## config.mk

```make
export PLATFORM = sky130hd
export DESIGN_NAME = wlbs_regs
export DESIGN_NICKNAME = d
export VERILOG_FILES = /design/src/wlbs_pkg.sv /design/src/wlbs_valid_gate.sv /design/src/wlbs_regs.sv
export SDC_FILE = /design/constraint.sdc
export NUM_CORES = 1
export LEC_CHECK = 0
export BUFFER_PORTS_ARGS = -buffer_cell sky130_fd_sc_hd__clkbuf_2
export CORE_ASPECT_RATIO = 1.2
export CORE_UTILIZATION = 43
export DETAILED_ROUTE_END_ITERATION = 16
export PLACE_DENSITY = 0.76
export SYNTH_ARGS = -nofsm -noshare
export SYNTH_HDL_FRONTEND = slang
export SYNTH_SLANG_ARGS = --single-unit
```

## constraint.sdc

```tcl
create_clock -name sys_clk_in -period 2 [get_ports sys_clk_in]
set_input_delay 0.1 -clock sys_clk_in [delete_from_list [all_inputs] [get_ports sys_clk_in]]
set_output_delay 0.1 -clock sys_clk_in [all_outputs]
set_load 0.02 [all_outputs]
```

## src/wlbs_pkg.sv

```systemverilog
package wlbs_pkg;

  // register offsets (12-bit apb address)
  localparam logic [11:0] WLBS_OFS_LOCK = 12'h000;
  localparam logic [11:0] WLBS_OFS_BANK = 12'h004;
  localparam logic [11:0] WLBS_OFS_CFG = 12'h080;
  // bank window bounds for the programming registers
  localparam logic [11:0] WLBS_BANK_A_LO = 12'h100;
  localparam logic [11:0] WLBS_BANK_A_HI = 12'h344;
  localparam logic [11:0] WLBS_BANK_B_LO = 12'h500;
  localparam logic [11:0] WLBS_BANK_B_HI = 12'h744;

  // lock keys and field positions
  localparam logic [15:0] WLBS_KEY_LOCK = 16'hC705;
  localparam logic [15:0] WLBS_KEY_UNLOCK = 16'h5E5A;
  localparam int WLBS_KEY_MSB = 31;
  localparam int WLBS_KEY_LSB = 16;
  localparam int WLBS_LOCK_BIT = 0;
  localparam int WLBS_BANK_BIT = 0;
  localparam logic WLBS_LOCK_RST = 1'b0;
  localparam logic WLBS_BANK_INIT = 1'b0;

  // build parameter codes
  localparam logic [1:0] WLBS_IF_ZERO = 2'h0;
  localparam logic [1:0] WLBS_IF_QUARTER = 2'h1;
  localparam logic [3:0] WLBS_STD_LTE = 4'h0;
  localparam logic [3:0] WLBS_STD_TDSCDMA = 4'h1;
  localparam logic [5:0] WLBS_BW_LTE_1M4 = 6'h01;
  localparam logic [5:0] WLBS_BW_LTE_3M = 6'h03;
  localparam logic [5:0] WLBS_BW_LTE_5M = 6'h05;
  localparam logic [5:0] WLBS_BW_LTE_10M = 6'h0A;
  localparam logic [5:0] WLBS_BW_LTE_15M = 6'h0F;
  localparam logic [5:0] WLBS_BW_LTE_20M = 6'h14;
  localparam logic [5:0] WLBS_BW_TD_1M6 = 6'h02;
  localparam logic [5:0] WLBS_CARRIER_MASK = 6'h3F;

  // wait states before pready
  localparam logic [2:0] WLBS_WAIT_STATES = 3'h3;
  // depth of the output valid hold-off after a datapath reset
  localparam logic [7:0] WLBS_PIPE_DEPTH = 8'h10;

  // configuration register layout
  typedef struct packed {
    logic [3:0] sbz;
    logic [1:0] if_code;
    logic [5:0] channel_width_code;
    logic [3:0] std_code;
    logic core_ddc;
    logic gain_prog;
    logic phase_prog;
    logic freq_prog;
    logic [5:0] antennas;
    logic [5:0] carriers;
  } wlbs_cfg_t;

  // apb request as seen by the decoder
  typedef struct packed {
    logic write;
    logic [11:0] addr;
    logic [31:0] wdata;
  } wlbs_req_t;

  // decode result for one access
  typedef struct packed {
    logic hit_lock;
    logic hit_bank;
    logic hit_cfg;
    logic hit_active;
  } wlbs_dec_t;

  function automatic logic wlbs_in_range(input logic [11:0] a, input logic [11:0] lo, input logic [11:0] hi);
    wlbs_in_range = (a >= lo) && (a <= hi);
  endfunction

endpackage

```

## src/wlbs_valid_gate.sv

```systemverilog
`timescale 1ns/1ps
// holds output valid low after a datapath reset until the pipeline refills
module wlbs_valid_gate
  import wlbs_pkg::*;
(
  // clock and reset
  input wire logic sys_clk_in,
  input wire logic srst_in,
  // datapath side
  input wire logic dp_reset_in,
  input wire logic sample_in_valid_in,
  input wire logic raw_valid_in,
  output logic output_sample_valid_out
);

  logic [7:0] fill_r;
  logic [7:0] fill_nxt;
  logic valid_r;
  logic valid_nxt;

  // count fresh input samples pushed in since the last reset
  always_comb begin
    fill_nxt = fill_r;
    valid_nxt = valid_r;
    if (dp_reset_in) begin
      fill_nxt = 8'h00;
      valid_nxt = 1'b0;
    end else begin
      if (sample_in_valid_in && (fill_r != WLBS_PIPE_DEPTH)) begin
        fill_nxt = fill_r + 8'h01;
      end
      valid_nxt = raw_valid_in && (fill_r == WLBS_PIPE_DEPTH);
    end
  end

  // register state
  always_ff @(posedge sys_clk_in) begin
    if (srst_in) begin
      fill_r <= 8'h00;
      valid_r <= 1'b0;
    end else begin
      fill_r <= fill_nxt;
      valid_r <= valid_nxt;
    end
  end

  assign output_sample_valid_out = valid_r;

endmodule

```

## src/wlbs_regs.sv

```systemverilog
// Functional notes
// - lock register at 0x000; key field bits 31:16 write-only, reads zero
// - key 0xC705 sets lock, key 0x5E5A clears it
// - lock flag is bit 0, read-only, written data there ignored
// - while locked, writes to other registers fail with slave error
// - writes to the lock register are always accepted
// - unknown key leaves lock unchanged and gives no error
// - lock resets to zero; bits 15:1 read zero
// - bank select bit 0 at 0x004: 0 bank A active, 1 bank B
// - writes into the active bank get slave error
// - shadow bank is writable and does not feed the datapath
// - bank select starts zero, untouched by register reset
// - every bank select write made while unlocked triggers a datapath reset
// - output valid low after that reset until pipeline refills
// - bank switch reset leaves filter history intact
// - config register at 0x080 is read-only and constant
// - config fields: IF 27:26, width 25:20, standard 19:16, type bit 15
// - IF code 00 zero-hertz, 01 quarter-rate; standard 0000 LTE, 0001 TD
// - width codes per LTE and TD-SCDMA bandwidths, others reserved
// - bit 14 reads gain control presence
// - bit 12 programmable frequency; bit 13 always zero
// - bits 11:6 give antenna count 1 to 8
// - bits 5:0 give carrier count 1 to 18, mask 0x3F
// - every apb transfer gets at least three wait states
// - register reset is synchronous active low, registered one cycle
`timescale 1ns/1ps
module wlbs_regs
  import wlbs_pkg::*;
#(
  parameter logic [1:0] IF_CODE = WLBS_IF_ZERO,
  parameter logic [3:0] STD_CODE = WLBS_STD_LTE,
  parameter logic [5:0] WIDTH_CODE = WLBS_BW_LTE_20M,
  parameter logic CORE_DDC = 1'b0,
  parameter logic GAIN_PROG = 1'b1,
  parameter logic FREQ_PROG = 1'b1,
  parameter logic [5:0] ANTENNAS = 6'h01,
  parameter logic [5:0] CARRIERS = 6'h01
) (
  // clock and resets
  input wire logic sys_clk_in,
  input wire logic srst_in,
  input wire logic register_port_reset_n_in,
  // apb completer
  input wire logic psel_in,
  input wire logic penable_in,
  input wire logic pwrite_in,
  input wire logic [11:0] paddr_in,
  input wire logic [31:0] pwdata_in,
  output logic [31:0] prdata_out,
  output logic pready_out,
  output logic pslverr_out,
  // bank window access toward the bank storage
  output logic bank_wr_en_out,
  output logic [11:0] bank_wr_addr_out,
  output logic [31:0] bank_wr_data_out,
  input wire logic [31:0] bank_rd_data_in,
  // datapath control
  output logic active_bank_out,
  output logic datapath_reset_req_out,
  input wire logic sample_in_valid_in,
  input wire logic raw_valid_in,
  output logic output_sample_valid_out
);

  // build parameters are constants
  localparam wlbs_cfg_t CFG_VAL = '{
    sbz: 4'h0,
    if_code: IF_CODE,
    channel_width_code: WIDTH_CODE,
    std_code: STD_CODE,
    core_ddc: CORE_DDC,
    gain_prog: GAIN_PROG,
    phase_prog: 1'b0,
    freq_prog: FREQ_PROG,
    antennas: ANTENNAS,
    carriers: CARRIERS
  };

  typedef enum {WLBS_IDLE, WLBS_WAIT, WLBS_DONE} wlbs_state_t;

  // port reset stage
  logic preg_rst_n_r;

  // lock and bank selection
  logic lock_r;
  logic lock_nxt;
  logic bank_r;
  logic bank_nxt;

  // apb transfer sequencing and answer
  wlbs_state_t state_r;
  wlbs_state_t state_nxt;
  logic [2:0] wait_r;
  logic [2:0] wait_nxt;
  logic [31:0] rdata_r;
  logic [31:0] rdata_nxt;
  logic ready_r;
  logic ready_nxt;
  logic err_r;
  logic err_nxt;

  // shadow bank write port
  logic bwr_r;
  logic bwr_nxt;
  logic [11:0] bwa_r;
  logic [11:0] bwa_nxt;
  logic [31:0] bwd_r;
  logic [31:0] bwd_nxt;

  // datapath reset request
  logic dprst_r;
  logic dprst_nxt;

  // decoded request
  wlbs_req_t req;
  wlbs_dec_t dec;
  logic [15:0] key;
  logic hit_shadow;

  // register the port reset, so it acts one cycle late
  // registered reset
  always_ff @(posedge sys_clk_in) begin
    if (srst_in) begin
      preg_rst_n_r <= 1'b1;
    end else begin
      preg_rst_n_r <= register_port_reset_n_in;
    end
  end

  // request and address decode
  always_comb begin
    req = '{write: pwrite_in, addr: paddr_in, wdata: pwdata_in};
    // key field of a lock write
    key = req.wdata[WLBS_KEY_MSB:WLBS_KEY_LSB];
    dec.hit_lock = (req.addr == WLBS_OFS_LOCK);
    dec.hit_bank = (req.addr == WLBS_OFS_BANK);
    dec.hit_cfg = (req.addr == WLBS_OFS_CFG);
    dec.hit_active = bank_r ? wlbs_in_range(req.addr, WLBS_BANK_B_LO, WLBS_BANK_B_HI)
                            : wlbs_in_range(req.addr, WLBS_BANK_A_LO, WLBS_BANK_A_HI);
    // shadow bank window, the one not in use
    hit_shadow = bank_r ? wlbs_in_range(req.addr, WLBS_BANK_A_LO, WLBS_BANK_A_HI)
                        : wlbs_in_range(req.addr, WLBS_BANK_B_LO, WLBS_BANK_B_HI);
  end

  // transfer sequencing, register updates and read data
  always_comb begin
    state_nxt = state_r;
    wait_nxt = wait_r;
    lock_nxt = lock_r;
    bank_nxt = bank_r;
    rdata_nxt = rdata_r;
    ready_nxt = 1'b0;
    err_nxt = 1'b0;
    bwr_nxt = 1'b0;
    bwa_nxt = bwa_r;
    bwd_nxt = bwd_r;
    dprst_nxt = 1'b0;
    case (state_r)
      WLBS_IDLE: begin
        // transfer taken on select
        rdata_nxt = 32'h0000_0000;
        if (psel_in) begin
          wait_nxt = 3'h0;
          state_nxt = WLBS_WAIT;
        end
      end
      WLBS_WAIT: begin
        if (wait_r != WLBS_WAIT_STATES) begin
          wait_nxt = wait_r + 3'h1;
        end else if (penable_in) begin
          // completes only once the access phase is open
          state_nxt = WLBS_DONE;
          ready_nxt = 1'b1;
          // read data select, then write handling
          if (!req.write) begin
            if (dec.hit_lock) begin
              rdata_nxt = {31'h0000_0000, lock_r};
            end else if (dec.hit_bank) begin
              rdata_nxt = {31'h0000_0000, bank_r};
            end else if (dec.hit_cfg) begin
              rdata_nxt = CFG_VAL;
            end else begin
              rdata_nxt = bank_rd_data_in;
            end
          end else if (dec.hit_lock) begin
            if (key == WLBS_KEY_LOCK) begin
              lock_nxt = 1'b1;
            end else if (key == WLBS_KEY_UNLOCK) begin
              lock_nxt = 1'b0;
            end
          end else if (lock_r) begin
            err_nxt = 1'b1;
          end else if (dec.hit_bank) begin
            bank_nxt = req.wdata[WLBS_BANK_BIT];
            dprst_nxt = 1'b1;
          end else if (dec.hit_active || dec.hit_cfg) begin
            err_nxt = 1'b1;
          end else if (hit_shadow) begin
            bwr_nxt = 1'b1;
            bwa_nxt = req.addr;
            bwd_nxt = req.wdata;
          end
        end
      end
      WLBS_DONE: begin
        // one idle cycle after the answer
        state_nxt = WLBS_IDLE;
        rdata_nxt = 32'h0000_0000;
      end
      default: begin
        state_nxt = WLBS_IDLE;
      end
    endcase
  end

  // register state; lock reset by port reset, bank only by power-on reset
  always_ff @(posedge sys_clk_in) begin
    if (srst_in || !preg_rst_n_r) begin
      lock_r <= WLBS_LOCK_RST;
      state_r <= WLBS_IDLE;
      wait_r <= 3'h0;
      rdata_r <= 32'h0000_0000;
      ready_r <= 1'b0;
      err_r <= 1'b0;
      bwr_r <= 1'b0;
      bwa_r <= 12'h000;
      bwd_r <= 32'h0000_0000;
      dprst_r <= 1'b0;
    end else begin
      lock_r <= lock_nxt;
      state_r <= state_nxt;
      wait_r <= wait_nxt;
      rdata_r <= rdata_nxt;
      ready_r <= ready_nxt;
      err_r <= err_nxt;
      bwr_r <= bwr_nxt;
      bwa_r <= bwa_nxt;
      bwd_r <= bwd_nxt;
      dprst_r <= dprst_nxt;
    end
  end

  // selection register, cleared only at power-on reset
  // bank kept across port reset
  always_ff @(posedge sys_clk_in) begin
    if (srst_in) begin
      bank_r <= WLBS_BANK_INIT;
    end else if (preg_rst_n_r) begin
      bank_r <= bank_nxt;
    end
  end

  // only valid gating cleared, history untouched
  wlbs_valid_gate u_valid_gate (
    .sys_clk_in(sys_clk_in),
    .srst_in(srst_in),
    .dp_reset_in(dprst_r),
    .sample_in_valid_in(sample_in_valid_in),
    .raw_valid_in(raw_valid_in),
    .output_sample_valid_out(output_sample_valid_out)
  );

  // outputs straight from flops: apb answer
  assign prdata_out = rdata_r;
  assign pready_out = ready_r;
  assign pslverr_out = err_r;

  // shadow bank write port
  assign bank_wr_en_out = bwr_r;
  assign bank_wr_addr_out = bwa_r;
  assign bank_wr_data_out = bwd_r;

  // datapath control
  assign active_bank_out = bank_r;
  assign datapath_reset_req_out = dprst_r;

endmodule

```

* Word-level counts from Yosys, hierarchy flattened
Index checks and enable logic that the tools add are counted.
W data, S select, Z words.
** Word-level totals
- Bits in registers :: 127
- Input bits :: 84
- Output and inout port bits :: 82
** Cells by class
- Add/subtract/negate cells :: 2
- Order comparisons :: 4
- Equal/unequal tests :: 14
- Mux-type cells :: 24
- Bitwise logic cells :: 8
- Reduce and logical (&&, ||, !) cells :: 24
** Operators with widths (count)
- $mux W32 :: 9
- $pmux W32 S2 :: 2
- $eq A32 B1 Y1 const B :: 1
- $eq A32 B2 Y1 const B :: 1
- $logic_not A32 Y1 :: 1
- $eq A16 B15 Y1 const B :: 1
- $eq A16 B16 Y1 const B :: 1
- $eq A12 B3 Y1 const B :: 1
- $eq A12 B8 Y1 const B :: 1
- $ge A12 B11 Y1 const B :: 1
- $ge A12 B9 Y1 const B :: 1
- $le A12 B10 Y1 const B :: 1
- $le A12 B11 Y1 const B :: 1
- $logic_not A12 Y1 :: 1
- $mux W1 :: 10
- $ne A2 B2 Y1 const B :: 5
- $reduce_and A9 Y1 :: 1
- $reduce_or A9 Y1 :: 1
- $add A8 B1 Y8 const B :: 1
- $eq A8 B5 Y1 const B :: 1
- $ne A8 B5 Y1 const B :: 1
- $not A1 Y1 :: 8
- $reduce_and A8 Y1 :: 1
- $reduce_or A7 Y1 :: 1
- other kinds (14) :: 23

* Longest topological paths before layout
- Word-level depth :: 8
- Gate-level depth with buffers :: 8
- Depth with buffers taken out :: 6

* Cells and area by module
A second synthesis with hierarchy kept.
** Unflattened totals
- Cell total of the unflattened synthesis :: 440
- Area, all modules :: 4065.1 µm²
** By module, submodules not included
- wlbs_regs :: times used 1, cells an instance 391, area each 3642.2 µm², seq. area each 1761.7 µm²
- wlbs_valid_gate :: times used 1, cells an instance 49, area each 422.9 µm², seq. area each 180.2 µm²

* Worst setup path after synthesis
No wires, ideal clock.
- Path kind :: register to register
- From :: reg wait_r[0]
- To :: reg bwa_r[0], in the netlist bank_wr_addr_out[0]
- Library setup time :: 0.121 ns
- Data arrival time :: 1.883 ns
- Data required time :: 1.879 ns
- Path slack :: -0.004 ns
- Stages on the path, launching flop included :: 9
- Buffers on the path :: 2
- Period minus slack after synthesis :: 2.004 ns
- Cells stage by stage :: dfxtp_1 -> ha_1 -> ha_1 -> and4b_1 -> nand3b_1 -> or4_1 -> buf_2 -> buf_4 -> mux2i_1
** On the way
- Cells in the longest elaborated chain, start to end :: 3
** Ends and longest elaborated chain
- start: declaration :: RTL line wlbs_regs.sv:93 : logic [2:0] wait_r;
- start signal: assignment :: RTL line wlbs_regs.sv:232 : wait_r <= wait_nxt;
- $ne A3 B2 Y1 :: RTL line wlbs_regs.sv:168 : if (wait_r != WLBS_WAIT_STATES) begin
- $not A1 Y1 (no line)
- $reduce_and A9 Y1 (no line)
- end signal: assignment :: RTL line wlbs_regs.sv:237 : bwa_r <= bwa_nxt;
- end: declaration :: RTL line wlbs_regs.sv:105 : logic [11:0] bwa_r;
No other way between the ends.
A chain may end at the register's enable or synchronous reset.

* Final worst setup path
- From :: in paddr_in[5]
- To :: reg err_r, in the netlist pslverr_out
** On the way
- Cells in the longest elaborated chain, start to end :: 7
- Elaborated cells between the ends (all ways) :: 15
** Ends and longest elaborated chain
- start: declaration :: RTL line wlbs_regs.sv:47 : input wire logic [11:0] paddr_in,
- $ge A12 B9 Y1 (tied with other cells) :: RTL line wlbs_pkg.sv:72 : wlbs_in_range = (a >= lo) && (a <= hi);
- $logic_and A1 B1 Y1 :: RTL line wlbs_pkg.sv:72
- $mux W1 :: RTL line wlbs_regs.sv:138 : dec.hit_active = bank_r ? wlbs_in_range(req.addr, WLBS_BANK_B_LO, WLBS_BANK_B_HI)
- $logic_or A1 B1 Y1 :: RTL line wlbs_regs.sv:196 : end else if (dec.hit_active || dec.hit_cfg) begin
- $mux W1 :: RTL line wlbs_regs.sv:196
- $mux W1 :: RTL line wlbs_regs.sv:193 : end else if (dec.hit_bank) begin
- $mux W1 :: RTL line wlbs_regs.sv:191 : end else if (lock_r) begin
- end signal: assignment :: RTL line wlbs_regs.sv:235 : err_r <= err_nxt;
- end: declaration :: RTL line wlbs_regs.sv:99 : logic err_r;
Several ways; a longest one is shown, not always the timed one.

==> reports/metrics.yaml <==
seq_area_frac_synth: 0.4821
via_count: 4137
antenna_found_initial: 0
area_growth_pct: 48.43
path_clk_slew_ns: 0.09
swShare: 0.2156
drive_above_1_share: 0.3234
cts_max_level: 3
ir_worst_vdd_uv: 425.5
cp_num_buf_inv: 3
powerDensity_nw_per_um2: 660.5
first_pass_iters: 5
clock_sinks: 97
netlist_area_um2: 4028
rows: 38
cts_setup_buffers: 0
power_frac_comb: 0.099
final_nets: 754
fin_worst_skew_ns: 0.003798
final_util: 0.6583
synth-edff-count: 0
crit_top_cell: "or4_4"
preCtsSetupSlack_ns: -0.1190
fill_cells: 689
worstMarginPinSlew_ns: 0.4864
p_int_uw: 3097
leakagePower_uw: 0.002842
dieWidth_um: 90.35
grt_pass1_wl_um: 18300
cp_top_family: "simple AND/OR/NAND/NOR gates"
grtUsageTotal: 0.2354
path_max_fanout: 7
ys_ff_latch: 97
drtIter0Drc: 175
core_um2: 9081
die_height_um: 108.0
dieArea_um2: 9760
slew_violations: 0
power_frac_seq: 0.493
final.period_utilization: 0.9841
synth_cell_type_count: 45
cts_max_path_buffers: 2
critPathSlowestCell: "dlygate4sd3_1"
port_buffers: 165
netSwitchingPower_uw: 851.5
ys.flop_type: "dfxtp_1"
place_congestion: 0.8455
outcome: "complete, no violations"
fin_setup_tns_ns: 0
crit_path_start_kind: "primary input"
rsz0062_at_grt: "yes"
grt_pass1_vias: 3981
vias_per_cell: 5.230
dp_hpwl_um: 7392
cp-end-kind: "flop"
period_minus_slack_ns: 1.968
drt-total-wl_um: 11540
maxSlewHeadroom: 0.6742
synth_warnings: 0
hold_viol_final: 0
clock_power_share: 0.408
antenna_cells: 0
holdCritPathClass: "primary input to flop"
max_stage_delay_ns: 0.53
grt_max_degree: 39
setup_viol: 0
cts_tree: "done"
crit_type: "primary input to flop"
clockRootBuffer: "clkbuf_8"
critPathArrivalTime_ns: 2.22
crit_chain: "dlygate4sd3_1, clkbuf_2, or4_4, or4_4, buf_4, o2111ai_1, a21oi_1"
ant_nets: 0
fmax_mhz: 508.1
place_area_um2: 5052
initial_core_util: 0.4435
syn_nets: 527
netlist_instances: 439
cts_buffers: 9
io_pins: 166
crit_required_ns: 2.25
fin_ws_ns: 0.03184
seqCellArea_um2: 1942
drc: 0
async_flop_share: 0
max_cap_viol_count: 0
multi_input_area_um2: 1956
wl_per_cell_um: 14.59
grt_overflow: 0
clk_latency_ns: 0.36
design_area_um2: 5978
synth_area_per_cell_um2: 9.175
-- sequential cells by signal, indices dropped and copies added, names as in the netlist --
| name | count |
|---|---|
| preg_rst_n_r | 1 |
| u_valid_gate.fill_r | 8 |
| state_r | 2 |
| prdata_out | 32 |
| pready_out | 1 |
| active_bank_out | 1 |
| bank_wr_addr_out | 12 |
| bank_wr_en_out | 1 |
| bank_wr_data_out | 32 |
| lock_r | 1 |
| pslverr_out | 1 |
| u_valid_gate.output_sample_valid_out | 1 |
| wait_r | 3 |
| datapath_reset_req_out | 1 |
-- cells by family after synthesis --
kind of cell | Yosys count | synth area share
AO/OA/AOI/OAI | 57 | 0.1118
XOR/XNOR | 7 | 0.01522
adder cells (fa/ha/maj) | 4 | 0.01243
buffers and inverters | 38 | 0.04194
flip-flops | 97 | 0.4821
multiplexers | 46 | 0.1146
AND/OR/NAND/NOR | 190 | 0.2218
-- power by group through the flow --
stage,sequential [uW],clock (uW),combinational (uW)
finish,1950,1610,391
global route,1950,1730,423
detailed placement,1990,0,285
global placement,1990,0,277
floorplan,1990,0,135
CTS,1950,1650,381
-- stage by stage --
step	cells	power, uW	hold WS (ns)
final	791	3949	0.01823
after floorplan	439	2126	0.2038
after global routing	791	4101	0.02420
after CTS	791	3981	0.0001816
after detailed placement	713	2276	0.2917
after global placement	713	2267	0.2880
-- cell usage after synthesis, drive strengths merged, types with 2 or more instances --
cell type,number,share of area
mux2i,45,0.11
nand3,4,0.0050
xnor2,7,0.015
inv,7,0.0065
nand3b,2,0.0037
nor3,5,0.0062
and4b,2,0.0050
or3,2,0.0043
buf,9,0.015
and3,2,0.0031
nand4,4,0.0062
nor4,3,0.0047
o2111ai,2,0.0043
or3b,2,0.0043
o211ai,7,0.013
nor4b,3,0.0065
nor2,45,0.042
a21oi,12,0.015
nand2b,6,0.0093
dfxtp,97,0.48
a311oi,2,0.0043
or2,2,0.0031
clkbuf,22,0.021
nor2b,3,0.0047
nand4b,3,0.0065
nor4bb,3,0.0075
nand2,94,0.088
ha,4,0.012
a32oi,26,0.057
or4,4,0.0093
-- worst min-delay path, cell delays in order --
cell and delay [ns]:
clkbuf_2 0.08, a32oi_1 0.07, nor2_1 0.09
-- area by class of cell --
| cell class | instances | share of cell area |
|---|---|---|
| Clock inverter | 6 | 0.02177 |
| Timing Repair Buffer | 247 | 0.2754 |
| Inverter | 7 | 0.004395 |
| Multi-Input combinational cell | 304 | 0.3271 |
| Clock buffer | 10 | 0.02135 |
| Tap cell | 120 | 0.02512 |
| Sequential cell | 97 | 0.3248 |
-- layer usage --
metal  share of wire  vias to the layer above  GRT usage
met2            0.50                      173     0.4204
met1            0.41                     1941     0.2645
met4           0.027                        0     0.1233
met5               0                        -          0
met3           0.066                       27    0.05063
li1                -                     1996          -
-- cells in the final DEF, fill, tap and decap left out, drive strengths merged, types with 4 or more instances in the layout --
| cell type | n |
|---|---|
| nand2 | 94 |
| clkbuf | 175 |
| o211ai | 7 |
| nor3 | 5 |
| a32oi | 26 |
| xnor2 | 7 |
| inv | 7 |
| nand2b | 6 |
| nand4 | 4 |
| nor2 | 45 |
| buf | 20 |
| dfxtp | 97 |
| nand3 | 4 |
| a21oi | 12 |
| dlygate4sd3 | 62 |
| bufinv | 4 |
| or4 | 4 |
| mux2i | 45 |
| ha | 4 |
-- worst paths after layout --
| kind | from | end | slack (ns) | depth (start not counted) |
|---|---|---|---|---|
| worst max-delay path | paddr_in[5] | pslverr_out | 0.03 | 7 |
| worst max register to register | wait_r[1] | bank_wr_addr_out[11] | 0.08 | 7 |
| worst min-delay path | bank_rd_data_in[18] | prdata_out[18] | 0.02 | 3 |
| worst min register to register | prdata_out[6] | prdata_out[6] | 0.46 | 2 |
-- what timing repair did --
item / CTS / global route
endpoints found under the setup margin: 44 / 1
hold buffers: 62 / 0
endpoints found under the hold margin: 63 / 0
resized for setup: 7 / 3
Note: power is estimated with default switching activity, not from simulation.
